File: config.mk
export PLATFORM = sky130hd
export DESIGN_NAME = rtcm_monitor
export DESIGN_NICKNAME = d
export VERILOG_FILES = /design/src/rtcm_pkg.sv /design/src/rtcm_monitor.sv
export SDC_FILE = /design/constraint.sdc
export NUM_CORES = 1
export LEC_CHECK = 0
export BUFFER_PORTS_ARGS = -buffer_cell sky130_fd_sc_hd__buf_4
export CAP_MARGIN = 25
export CORE_ASPECT_RATIO = 0.7
export CORE_MARGIN = 2
export CORE_UTILIZATION = 50
export CTS_BUF_LIST = sky130_fd_sc_hd__clkbuf_8
export DETAILED_ROUTE_END_ITERATION = 12
export PLACE_DENSITY = 0.82
export SLEW_MARGIN = 20
export SYNTH_ARGS = -nofsm -noshare
export SYNTH_HDL_FRONTEND = slang
export SYNTH_SLANG_ARGS = --single-unit
File: constraint.sdc
create_clock -name sys_clk -period 4.7 [get_ports sys_clk]
set_input_delay 1.175 -clock sys_clk [delete_from_list [all_inputs] [get_ports sys_clk]]
set_output_delay 1.175 -clock sys_clk [all_outputs]
set_load 0.01 [all_outputs]
File: src/rtcm_pkg.sv
// constants and carriers for the alarm, interrupt and supply monitor block
package rtcm_pkg;
    localparam logic [3:0] ADDR_INT_EN = 4'he;
    localparam logic [3:0] ADDR_STATUS = 4'hf;
    localparam int BIT_WEEKDAY_ALARM_ENABLE = 7;
    localparam int BIT_DAILY_ALARM_ENABLE = 6;
    localparam int BIT_CT_HI = 2;
    localparam int BIT_SUPPLY_THRESHOLD_SELECT = 7;
    localparam int BIT_LOWSUP = 6;
    localparam int BIT_PON = 4;
    localparam int BIT_PERIODIC_FLAG = 2;
    localparam int BIT_WEEKDAY_ALARM_FLAG = 1;
    localparam int BIT_DAILY_ALARM_FLAG = 0;
    localparam logic [7:0] INT_EN_RESET = 8'h00;
    localparam logic [2:0] CT_OFF = 3'h0;
    localparam logic [2:0] CT_LOW = 3'h1;
    localparam logic [2:0] CT_2HZ = 3'h2;
    localparam logic [2:0] CT_1HZ = 3'h3;
    localparam logic [2:0] CT_SEC = 3'h4;
    localparam logic [2:0] CT_MIN = 3'h5;
    localparam logic [2:0] CT_HOUR = 3'h6;
    localparam logic [2:0] CT_MONTH = 3'h7;
    localparam int CLK_HZ = 20_000_000;
    localparam real SAMPLE_MS = 7.8;
    localparam int SAMPLE_CYCLES = int'(SAMPLE_MS * CLK_HZ / 1000.0);
    localparam int SAMPLE_W = 18;
    localparam int RELEASE_DELAY_MS = 1000;
    localparam int RELEASE_CYCLES_DEF = RELEASE_DELAY_MS * (CLK_HZ / 1000);

    typedef struct packed {
        logic [6:0] minute;
        logic [5:0] hour;
        logic [2:0] weekday;
    } rtcm_time_t;

    typedef struct packed {
        logic sec_tick;
        logic min_tick;
        logic hour_tick;
        logic month_tick;
        logic half_sec_level;
    } rtcm_ticks_t;

    typedef struct packed {
        logic wr;
        logic [3:0] addr;
        logic [7:0] wdata;
    } rtcm_reg_req_t;
endpackage

File: src/rtcm_monitor.sv
// alarm, periodic interrupt, supply monitor and host reset logic
// Functional notes
// - internal supply sampled 7.8 ms window once per second only
// - threshold select 0 chooses high level, 1 chooses low level
// - sampling stops while low-supply flag is set
// - low-supply result kept at status bit 6, not on a pin
// - threshold select is writable status bit 7
// - one detection level both directions, no hysteresis
// - main supply low drives host reset low, selects battery
// - reset release after delay once supply is good and oscillator is running
// - supply select follows main supply detector
// - alarms match weekday/hour/minute or hour/minute, set flag, drive irq
// - periodic select in enable register bits 2..0; zero disables
// - flags at status bits 1, 0 and 2
// - alarm enables at enable register bits 7 and 6
// - alarm works only while its enable is 1
// - write 1 to alarm flag ignored, write 0 clears it
// - clearing flag keeps enable; alarm fires on next match
// - interrupt output low when any source asserts
// - all enables zero at power-on keeps interrupt high
// - enabling during a match does not fire until next match
// - low-supply flag cleared only by write 0; zero at power-up
// - power-up flag clears enables, select, threshold and flags
// - periodic modes off, low, 2 Hz, 1 Hz, level second..month
// - level mode holds output low until periodic flag cleared
`timescale 1ns/1ps
`default_nettype none
module rtcm_monitor #(
    parameter int RELEASE_CYCLES = rtcm_pkg::RELEASE_CYCLES_DEF
) (
    input wire logic sys_clk,
    input wire logic rst,
    input wire rtcm_pkg::rtcm_reg_req_t reg_req,
    output logic [7:0] reg_rdata,
    input wire rtcm_pkg::rtcm_time_t cur_time,
    input wire rtcm_pkg::rtcm_time_t alarm_w_time,
    input wire rtcm_pkg::rtcm_time_t alarm_d_time,
    input wire rtcm_pkg::rtcm_ticks_t ticks,
    input wire logic power_up_flag,
    input wire logic osc_running,
    input wire logic main_supply_above,
    input wire logic supply_below_high,
    input wire logic supply_below_low,
    output logic supply_sample_en,
    output logic main_supply_switch,
    output logic battery_supply_switch,
    output logic host_reset_out_n,
    output logic interrupt_out_n,
    output logic interrupt_out_oe
);
    import rtcm_pkg::*;

    // refuse at elaboration what the counters cannot hold
    if (RELEASE_CYCLES < 1 || SAMPLE_CYCLES >= (1 << SAMPLE_W)) begin : g_bad
        $error("rtcm_monitor: unsupported timing parameters");
    end

    function automatic logic wr_to(input rtcm_reg_req_t r,
                                   input logic [3:0] a);
        return r.wr && (r.addr == a);
    endfunction

    logic weekday_alarm_enable;
    logic daily_alarm_enable;
    logic [2:0] periodic_select;
    logic supply_threshold_select;
    logic low_supply_flag;
    logic weekday_alarm_flag;
    logic daily_alarm_flag;
    logic periodic_flag;
    logic wr_en;
    logic wr_st;

    assign wr_en = wr_to(reg_req, ADDR_INT_EN);
    assign wr_st = wr_to(reg_req, ADDR_STATUS);

    // enable register
    always_ff @(posedge sys_clk or posedge rst) begin
        if (rst) begin
            weekday_alarm_enable <= 1'b0;
            daily_alarm_enable <= 1'b0;
            periodic_select <= CT_OFF;
        end else if (power_up_flag) begin
            weekday_alarm_enable <= 1'b0;
            daily_alarm_enable <= 1'b0;
            periodic_select <= CT_OFF;
        end else if (wr_en) begin
            weekday_alarm_enable <= reg_req.wdata[BIT_WEEKDAY_ALARM_ENABLE];
            daily_alarm_enable <= reg_req.wdata[BIT_DAILY_ALARM_ENABLE];
            periodic_select <= reg_req.wdata[BIT_CT_HI:0];
        end
    end

    always_ff @(posedge sys_clk or posedge rst) begin
        if (rst) begin
            supply_threshold_select <= 1'b0;
        end else if (power_up_flag) begin
            supply_threshold_select <= 1'b0;
        end else if (wr_st) begin
            supply_threshold_select <= reg_req.wdata[BIT_SUPPLY_THRESHOLD_SELECT];
        end
    end

    // alarm matching, sampled only on the minute tick so an enable or
    // flag clear inside a matching minute cannot re-fire
    logic w_match;
    logic d_match;
    assign w_match = weekday_alarm_enable && ticks.min_tick &&
                     cur_time == alarm_w_time;
    assign d_match = daily_alarm_enable && ticks.min_tick &&
                     cur_time.hour == alarm_d_time.hour &&
                     cur_time.minute == alarm_d_time.minute;

    // flags: hardware set beats software clear
    always_ff @(posedge sys_clk or posedge rst) begin
        if (rst) begin
            weekday_alarm_flag <= 1'b0;
            daily_alarm_flag <= 1'b0;
        end else if (power_up_flag) begin
            weekday_alarm_flag <= 1'b0;
            daily_alarm_flag <= 1'b0;
        end else begin
            if (w_match) begin
                weekday_alarm_flag <= 1'b1;
            end else if (wr_st && !reg_req.wdata[BIT_WEEKDAY_ALARM_FLAG]) begin
                weekday_alarm_flag <= 1'b0;
            end
            if (d_match) begin
                daily_alarm_flag <= 1'b1;
            end else if (wr_st && !reg_req.wdata[BIT_DAILY_ALARM_FLAG]) begin
                daily_alarm_flag <= 1'b0;
            end
        end
    end

    // periodic event selection
    logic level_event;
    always_comb begin
        unique case (periodic_select)
            CT_SEC: level_event = ticks.sec_tick;
            CT_MIN: level_event = ticks.min_tick;
            CT_HOUR: level_event = ticks.hour_tick;
            CT_MONTH: level_event = ticks.month_tick;
            default: level_event = 1'b0;
        endcase
    end

    always_ff @(posedge sys_clk or posedge rst) begin
        if (rst) begin
            periodic_flag <= 1'b0;
        end else if (power_up_flag) begin
            periodic_flag <= 1'b0;
        end else if (level_event) begin
            periodic_flag <= 1'b1;
        end else if (wr_st && !reg_req.wdata[BIT_PERIODIC_FLAG]) begin
            periodic_flag <= 1'b0;
        end
    end

    logic periodic_req;
    always_comb begin
        unique case (periodic_select)
            CT_OFF: periodic_req = 1'b0;
            CT_LOW: periodic_req = 1'b1;
            CT_2HZ: periodic_req = ticks.half_sec_level;
            CT_1HZ: periodic_req = !ticks.sec_tick &&
                                   ticks.half_sec_level;
            default: periodic_req = periodic_flag;
        endcase
    end

    // pulse-mode 1 Hz approximated from the half-second level; a
    // second-aligned divider is left to the time counter block
    logic any_req;
    assign any_req = weekday_alarm_flag || daily_alarm_flag ||
                     periodic_req;
    always_ff @(posedge sys_clk or posedge rst) begin
        if (rst) begin
            interrupt_out_n <= 1'b1;
            interrupt_out_oe <= 1'b0;
        end else begin
            interrupt_out_n <= !any_req;
            interrupt_out_oe <= any_req;
        end
    end

    // supply sampling window, once per second
    logic [SAMPLE_W-1:0] sample_cnt;
    logic sampling;
    logic below_now;
    assign sampling = sample_cnt != '0;
    assign below_now = supply_threshold_select ? supply_below_low
                                               : supply_below_high;
    always_ff @(posedge sys_clk or posedge rst) begin
        if (rst) begin
            sample_cnt <= '0;
        end else if (ticks.sec_tick && !low_supply_flag && !sampling) begin
            sample_cnt <= SAMPLE_W'(SAMPLE_CYCLES);
        end else if (sampling) begin
            sample_cnt <= sample_cnt - 1'b1;
        end
    end

    always_ff @(posedge sys_clk or posedge rst) begin
        if (rst) begin
            supply_sample_en <= 1'b0;
        end else begin
            supply_sample_en <= sampling && !low_supply_flag;
        end
    end

    always_ff @(posedge sys_clk or posedge rst) begin
        if (rst) begin
            low_supply_flag <= 1'b0;
        end else if (power_up_flag) begin
            low_supply_flag <= 1'b0;
        end else if (supply_sample_en && below_now) begin
            low_supply_flag <= 1'b1;
        end else if (wr_st && !reg_req.wdata[BIT_LOWSUP]) begin
            low_supply_flag <= 1'b0;
        end
    end

    // main supply monitor and host reset release
    logic [31:0] rel_cnt;
    always_ff @(posedge sys_clk or posedge rst) begin
        if (rst) begin
            rel_cnt <= '0;
            host_reset_out_n <= 1'b0;
        end else if (!main_supply_above || !osc_running) begin
            rel_cnt <= '0;
            host_reset_out_n <= 1'b0;
        end else if (rel_cnt >= 32'(RELEASE_CYCLES - 1)) begin
            host_reset_out_n <= 1'b1;
        end else begin
            rel_cnt <= rel_cnt + 32'd1;
        end
    end

    always_ff @(posedge sys_clk or posedge rst) begin
        if (rst) begin
            main_supply_switch <= 1'b0;
            battery_supply_switch <= 1'b1;
        end else begin
            main_supply_switch <= main_supply_above;
            battery_supply_switch <= !main_supply_above;
        end
    end

    // register read data
    always_ff @(posedge sys_clk or posedge rst) begin
        if (rst) begin
            reg_rdata <= 8'h00;
        end else if (reg_req.addr == ADDR_INT_EN) begin
            reg_rdata <= {weekday_alarm_enable, daily_alarm_enable,
                          3'h0, periodic_select};
        end else if (reg_req.addr == ADDR_STATUS) begin
            reg_rdata <= {supply_threshold_select, low_supply_flag, 1'b0,
                          power_up_flag, 1'b0, periodic_flag,
                          weekday_alarm_flag, daily_alarm_flag};
        end else begin
            reg_rdata <= 8'h00;
        end
    end

    AST_IRQ_ALARM: assert property (@(posedge sys_clk)
        disable iff (rst) d_match |=> ##1 !interrupt_out_n)
        else $error("alarm match did not pull interrupt low");
    AST_NO_MATCH_DISABLED: assert property (@(posedge sys_clk)
        disable iff (rst) !daily_alarm_enable && !daily_alarm_flag
        |=> !daily_alarm_flag)
        else $error("disabled alarm set its flag");
    AST_FLAG_CLEAR: assert property (@(posedge sys_clk)
        disable iff (rst)
        wr_st && !reg_req.wdata[BIT_WEEKDAY_ALARM_FLAG] && !w_match && !power_up_flag
        |=> !weekday_alarm_flag)
        else $error("weekday flag not cleared by write 0");
    AST_ENABLE_KEPT: assert property (@(posedge sys_clk)
        disable iff (rst)
        wr_st && !power_up_flag |=> $stable(daily_alarm_enable))
        else $error("status write changed an enable");
    AST_IRQ_IDLE: assert property (@(posedge sys_clk)
        disable iff (rst)
        !weekday_alarm_flag && !daily_alarm_flag &&
        periodic_select == CT_OFF |=> interrupt_out_n)
        else $error("interrupt low with all sources off");
    AST_SAMPLE_HALT: assert property (@(posedge sys_clk)
        disable iff (rst) low_supply_flag |=> !supply_sample_en)
        else $error("sampling continued with low-supply flag set");
    AST_RESET_LOW: assert property (@(posedge sys_clk)
        disable iff (rst)
        !main_supply_above |=> !host_reset_out_n && battery_supply_switch)
        else $error("main supply low not followed by reset");
    AST_PON_CLEAR: assert property (@(posedge sys_clk)
        disable iff (rst)
        power_up_flag |=> periodic_select == CT_OFF && !low_supply_flag)
        else $error("power-up flag did not clear controls");
    AST_IRQ_ANY: assert property (@(posedge sys_clk)
        disable iff (rst) weekday_alarm_flag || daily_alarm_flag
        |=> !interrupt_out_n && interrupt_out_oe)
        else $error("alarm flag set but interrupt not driven");
    AST_SUPPLY_SWITCH: assert property (@(posedge sys_clk)
        disable iff (rst)
        main_supply_above |=> main_supply_switch && !battery_supply_switch)
        else $error("main supply good but battery still selected");
    AST_LEVEL_HOLD: assert property (@(posedge sys_clk)
        disable iff (rst) periodic_flag && periodic_select[2]
        |=> !interrupt_out_n)
        else $error("level-mode periodic flag not driving interrupt");
endmodule
`default_nettype wire

==> flow_metrics.env, run 1 <==
export IMPL_yosysTopAreaCell="dfrtp_1"
export IMPL_clk_pin_slew_ns=0.08
export IMPL_start_kind="flip-flop"
export IMPL_worstPathMaxFanout=29
export IMPL_area_growth_pct=21.4
export IMPL_run_status="completed"
export IMPL_initial_utilization_pct=52.1
export IMPL_die_area_mm2=0.00840
export IMPL_grt_max_degree=41
export IMPL_synthCells=384
export IMPL_wl_per_cell_um=16.7
export IMPL_ys_seq_area_share_pct=47.1
export IMPL_cts_num_sinks=72
export IMPL_io_buffers=78
export IMPL_grt_pass1_vias=3351
export IMPL_fp_dieW_um=109
export IMPL_slew_violations=0
export IMPL_cts_resized=0
export IMPL_grtUsageTotal_pct=24.2
export IMPL_ant_nets=0
export IMPL_drt_iter0_drc=239
export IMPL_use_met3_pct=5.10
export IMPL_layout_nets=537
export IMPL_stdcell_area_mm2=0.00465
export IMPL_pre_cts_slack_ns=1.97
export IMPL_fin_hold_ws_ns=0.468
export IMPL_rsz0062_at_grt="no"
export IMPL_synth_area_leaders="dfrtp_1 46%, xnor2_1 7.3%, a21oi_1 3.5%, mux2i_1 3.4%, nand4_1 2.9%"
export IMPL_clockRootBuffer="clkbuf_8"
export IMPL_met2_usage_pct=36.3
export IMPL_synth_compound_area_share_pct=12.8
export IMPL_synth_area_per_cell_um2=9.98
export IMPL_async_flop_share_pct=100
export IMPL_worstMarginPinSlew_ns=0.937
export IMPL_pin_count=87
export IMPL_critPathArrivalTime_ns=2.94
export IMPL_worstPathRequired_ns=4.94
export IMPL_synthXorXnorAreaFrac_pct=8.68
export IMPL_power_density_mw_per_mm2=255
export IMPL_worstSkewPairLatency_ns=0.34
export IMPL_drc=0
export IMPL_cpPeakStageDelay_ns=0.70
export IMPL_critPathSlowestCell="nand2_1"
export IMPL_gr_total_overflow=0
export IMPL_use_met1_pct=34.8
export IMPL_final_hold_violation_count=0
export IMPL_vias=3396
export IMPL_ir_drop_v=0.000156
export IMPL_hp_class="reg -> reg"
export IMPL_synth_most_common_cell="dfrtp_1"
export IMPL_cts_hold_buf=0
export IMPL_cap_violations=0
export IMPL_gp_congestion=0.811
export IMPL_synth_edf_count=0
export IMPL_syn_area_mm2=0.00383
export IMPL_path_buf_inv=0
export IMPL_ctsHtreeMaxLevel=3
export IMPL_crit_family="simple AND/OR/NAND/NOR gates"
export IMPL_synth_seq_cells=72
export IMPL_drt_pass1_iterations=5
export IMPL_cts_buffers=9
export IMPL_num_fill_cells=645
export IMPL_setup_tns_final_ns=0
export IMPL_drive_gt1_share_pct=23.3
export IMPL_synthSimpleGateAreaFrac_pct=23.5
export IMPL_grt_antenna_before_repair=0
export IMPL_cts_tree="yes"
export IMPL_path_class="reg -> reg"
export IMPL_setup_ws_ns=2.00
export IMPL_avgViaCountPerCell=6.01
export IMPL_synthTopCellsByCount="70 x dfrtp_1, 32 x xnor2_1, 27 x a21oi_1"
export IMPL_setup_violations_final=0
export IMPL_synthAdderAreaFrac_pct=0.653
export IMPL_skew_ns=0.00677
export IMPL_ys_types=55
export IMPL_busiest_layer="met2"
export IMPL_final_core_util_pct=63.3
export IMPL_ys_warn_count=0
export IMPL_synth_top_family_by_area="simple AND/OR/NAND/NOR gates"
export IMPL_die_y_um=77.3
export IMPL_rows=26
export IMPL_p_leak_uw=0.00200
export IMPL_fin_crit_ns=2.70
export IMPL_n_antenna_cell=0
export IMPL_path_cells="o21ai_0 > nand2_1 > or4_1 > a21oi_1"
export IMPL_cp_end_kind="flip-flop"
export IMPL_slew_headroom_pct=37.4
export IMPL_cts_max_path_buffers=2
export IMPL_hpwl_um=6870
export IMPL_synth_flop_cell="dfrtp_1"
export IMPL_post_dp_cell_area_mm2=0.00448
export IMPL_synthMuxAreaShare_pct=4.57
export IMPL_fin_crit_sh_pct=57.5
export IMPL_synth_top_area_share_pct=45.7
export IMPL_cts_setup_buffers=0
export IMPL_routed_wirelength_um=9420
export IMPL_grt_pass1_wl_um=16000
export IMPL_fp_coreArea_mm2=0.00735
export IMPL_fmax_ghz=0.370
through the flow:
stage               cells  power, µW
floorplan             385        699
global placement      549        761
detailed placement    549        766
CTS                   565       1200
global route          565       1230
finish                565       1190
sequential cells by signal, indices dropped and copies added (netlist names), 3 cells and up:
| register | count |
|---|---|
| periodic_select | 3 |
| reg_rdata | 6 |
| rel_cnt | 32 |
| sample_cnt | 18 |
where the power goes:
part	internal, µW	switching, µW
clock network	191	240
logic	64.5	57.2
registers	626	5.85
worst paths after layout:
check                               start                 end  slack (ns)  depth (start not counted)
max in group asynchronous             rst      sample_cnt[15]        2.78                          3
hold / removal             sample_cnt[11]      sample_cnt[11]        0.47                          1
hold reg to reg            sample_cnt[11]      sample_cnt[11]        0.47                          1
setup / recovery              rel_cnt[22]         rel_cnt[17]        2.00                          4
min in group asynchronous             rst  periodic_select[0]        0.98                          2
setup reg to reg              rel_cnt[22]         rel_cnt[17]        2.00                          4
routing by layer:
metal / up-vias / part of all wire [%]
li1: 1586 / -
met1: 1679 / 47
met2: 115 / 47
met3: 16 / 5.7
met4: 0 / 1.3
met5: - / 0
logic make-up after synthesis:
group                      Yosys count
AOI/OAI and AO/OA                   78
other                                1
buffers and inverters               20
DFF                                 72
adders and majority gates            2
and+or+nand+nor                    157
xor gates and xnor gates            38
muxes                               16
placed cells by master (no fill, tap or decap), types with 3 or more instances in the layout:
cell        netlist  routed
xnor2_1          32      32
nor2_1           26      26
o21ai_0          20      20
clkbuf_8          0       9
and4_1            4       4
or3_1            14      14
clkinvlp_4        0       3
inv_1             6       6
mux2i_1          13      13
buf_4             3      80
dfrtp_1          70      70
nand4b_1          3       3
nor3_1           16      16
xor2_1            6       6
o31ai_1          11      11
nor4_1            5       5
nand3_1          14      14
or4_1            12      12
and3_1           10      10
a21oi_1          27      27
nand2_1          21      21
nand4_1          18      18
final cells by class:
| type | instances | area (µm²) | share of cell area, % |
|---|---|---|---|
| inverter | 6 | 22.5 | 0.484 |
| clock inverter | 7 | 48.8 | 1.05 |
| clock buffer | 9 | 124 | 2.66 |
| multi-input combinational | 293 | 1930 | 41.5 |
| sequential | 72 | 1800 | 38.8 |
| timing repair buffer | 80 | 601 | 12.9 |
| tap | 98 | 123 | 2.63 |
Note: power is estimated with default switching activity, not from simulation.
==> inputs of run 2 (changes only) <==
- clock period: 4.7 -> 2.7 ns (I/O delays scaled with it)
==> run 2 against run 1 <==
Compared with the run above: via count increased by 0.53%; setup slack got worse by 1.6 ns; global-route usage decreased by 0.73 points; combinational power increased by 75%; register-to-register slack got worse by 1.6 ns; critical path type unchanged; routed wire length fell by 4.0%; die area unchanged; utilization rose by 1.2 points; hold slack got worse by 0.062 ns; clock power increased by 82%; critical path depth is 3 higher; final area grew 1.8%.
==> flow_metrics.env, run 2 (same netlist as run 1, synthesis figures left out) <==
export IMPL_die_area_mm2=0.00840
export IMPL_skew_ns=0.0118
export IMPL_drive_gt1_share_pct=25.2
export IMPL_avgViaCountPerCell=5.94
export IMPL_fin_crit_ns=2.31
export IMPL_p_leak_uw=0.00207
export IMPL_pin_count=87
export IMPL_cts_tree="yes"
export IMPL_worstMarginPinSlew_ns=0.641
export IMPL_largestRegisters="rel_cnt (32), sample_cnt (18), reg_rdata (6)"
export IMPL_cpPeakStageDelay_ns=0.48
export IMPL_drt_iter0_drc=192
export IMPL_num_fill_cells=578
export IMPL_slew_headroom_pct=57.2
export IMPL_clockRootBuffer="clkbuf_8"
export IMPL_drt_pass1_iterations=5
export IMPL_fmax_ghz=0.433
export IMPL_dp_cells=559
export IMPL_worstPathRequired_ns=2.94
export IMPL_top_register="rel_cnt"
export IMPL_grtUsageTotal_pct=23.4
export IMPL_rows=26
export IMPL_initial_utilization_pct=52.1
export IMPL_cap_violations=0
export IMPL_largest_reg_flops=32
export IMPL_io_buffers=78
export IMPL_cp_end_kind="flip-flop"
export IMPL_cts_num_sinks=72
export IMPL_mostFrequentLayoutCells="90 x buf_4, 70 x dfrtp_1, 32 x xnor2_1"
export IMPL_finalNonFillerCells=575
export IMPL_worstSkewPairLatency_ns=0.36
export IMPL_critPathArrivalTime_ns=2.55
export IMPL_critPathSlowestCell="or3b_1"
export IMPL_start_kind="flip-flop"
export IMPL_slew_violations=0
export IMPL_hp_class="in -> async"
export IMPL_path_class="reg -> reg"
export IMPL_wl_per_cell_um=15.7
export IMPL_ctsHtreeMaxLevel=3
export IMPL_pre_cts_slack_ns=0.412
export IMPL_layout_nets=547
export IMPL_worstPathMaxFanout=7
export IMPL_fp_dieW_um=109
export IMPL_gp_congestion=0.836
export IMPL_gr_total_overflow=0
export IMPL_clk_pin_slew_ns=0.08
export IMPL_drc=0
export IMPL_power_density_mw_per_mm2=443
export IMPL_fp_coreArea_mm2=0.00735
export IMPL_seqCellArea_mm2=0.00180
export IMPL_setup_tns_final_ns=0
export IMPL_n_antenna_cell=0
export IMPL_setup_violations_final=0
export IMPL_fin_hold_ws_ns=0.406
export IMPL_hpwl_um=6810
export IMPL_cts_buffers=9
export IMPL_setup_ws_ns=0.391
export IMPL_grt_pass1_wl_um=15500
export IMPL_cts_setup_buffers=0
export IMPL_grt_pass1_vias=3279
export IMPL_rsz0062_at_grt="no"
export IMPL_grt_max_degree=32
export IMPL_fin_crit_sh_pct=85.5
export IMPL_cts_max_path_buffers=2
export IMPL_final_hold_violation_count=0
export IMPL_multi_input_area_mm2=0.00193
export IMPL_final_common_cell="buf_4"
export IMPL_routed_wirelength_um=9040
export IMPL_grt_antenna_before_repair=0
export IMPL_cts_hold_buf=0
export IMPL_path_cells="inv_1 > ha_1 > or3b_1 > or3_4 > nor3b_2 > nand2_1 > mux2_2"
export IMPL_ir_drop_v=0.000371
export IMPL_run_status="completed"
export IMPL_vias=3414
export IMPL_ant_nets=0
export IMPL_area_growth_pct=23.6
export IMPL_die_y_um=77.3
export IMPL_cts_resized=0
## run 2: path summary, 6_finish.rpt
path,depth (start not counted),start,slack (ns),endpoint
setup / recovery,7,sample_cnt[0],0.39,sample_cnt[16]
hold / removal,2,rst,0.41,rel_cnt[19]
setup reg to reg,7,sample_cnt[0],0.39,sample_cnt[16]
hold reg to reg,1,sample_cnt[11],0.46,sample_cnt[11]
max in group asynchronous,3,rst,1.60,battery_supply_switch
min in group sys_clk,1,sample_cnt[11],0.46,sample_cnt[11]
## run 2: through the flow
stage | total power [µW] | util (%) | instance area, µm²
6_report | 2100 | 64.5 | 4740
2_1_floorplan | 1220 | - | 3840
5_1_grt | 2190 | 64.5 | 4740
4_1_cts | 2120 | 64.5 | 4740
3_5_place_dp | 1330 | 62.0 | 4560
3_3_place_gp | 1330 | 62.0 | 4560
## run 2: cell type report
class / count / share of cell area (%)
multi-input cells: 293 / 40.8
flip-flops and latches: 72 / 38.1
repair buffers: 90 / 14.3
clock buffers: 11 / 3.19
well taps: 98 / 2.59
clock inverters: 5 / 0.660
inverters: 6 / 0.475
## run 2: routing by layer
metal  track usage [%]  vias up  wire length [µm]
met1              33.4     1670              4270
li1                  -     1610                 -
met3              6.46       15               560
met5                 0        -                 0
met2              33.8      119              4080
met4              8.97        0               136
## run 2: power by group
part	switching [µW]	total (µW)	internal (µW)
Clock	406	785	380
Combinational	97.6	213	115
Sequential	10.7	1100	1090
## run 2: critical path, delay by kind of cell (launching register included)
| family | cells | cell delay (ns) |
|---|---|---|
| flip-flops | 1 | 0.42 |
| multiplexers | 1 | 0.27 |
| buffers and inverters | 1 | 0.07 |
| AND/OR/NAND/NOR | 4 | 1.26 |
| adder cells (fa/ha/maj) | 1 | 0.18 |
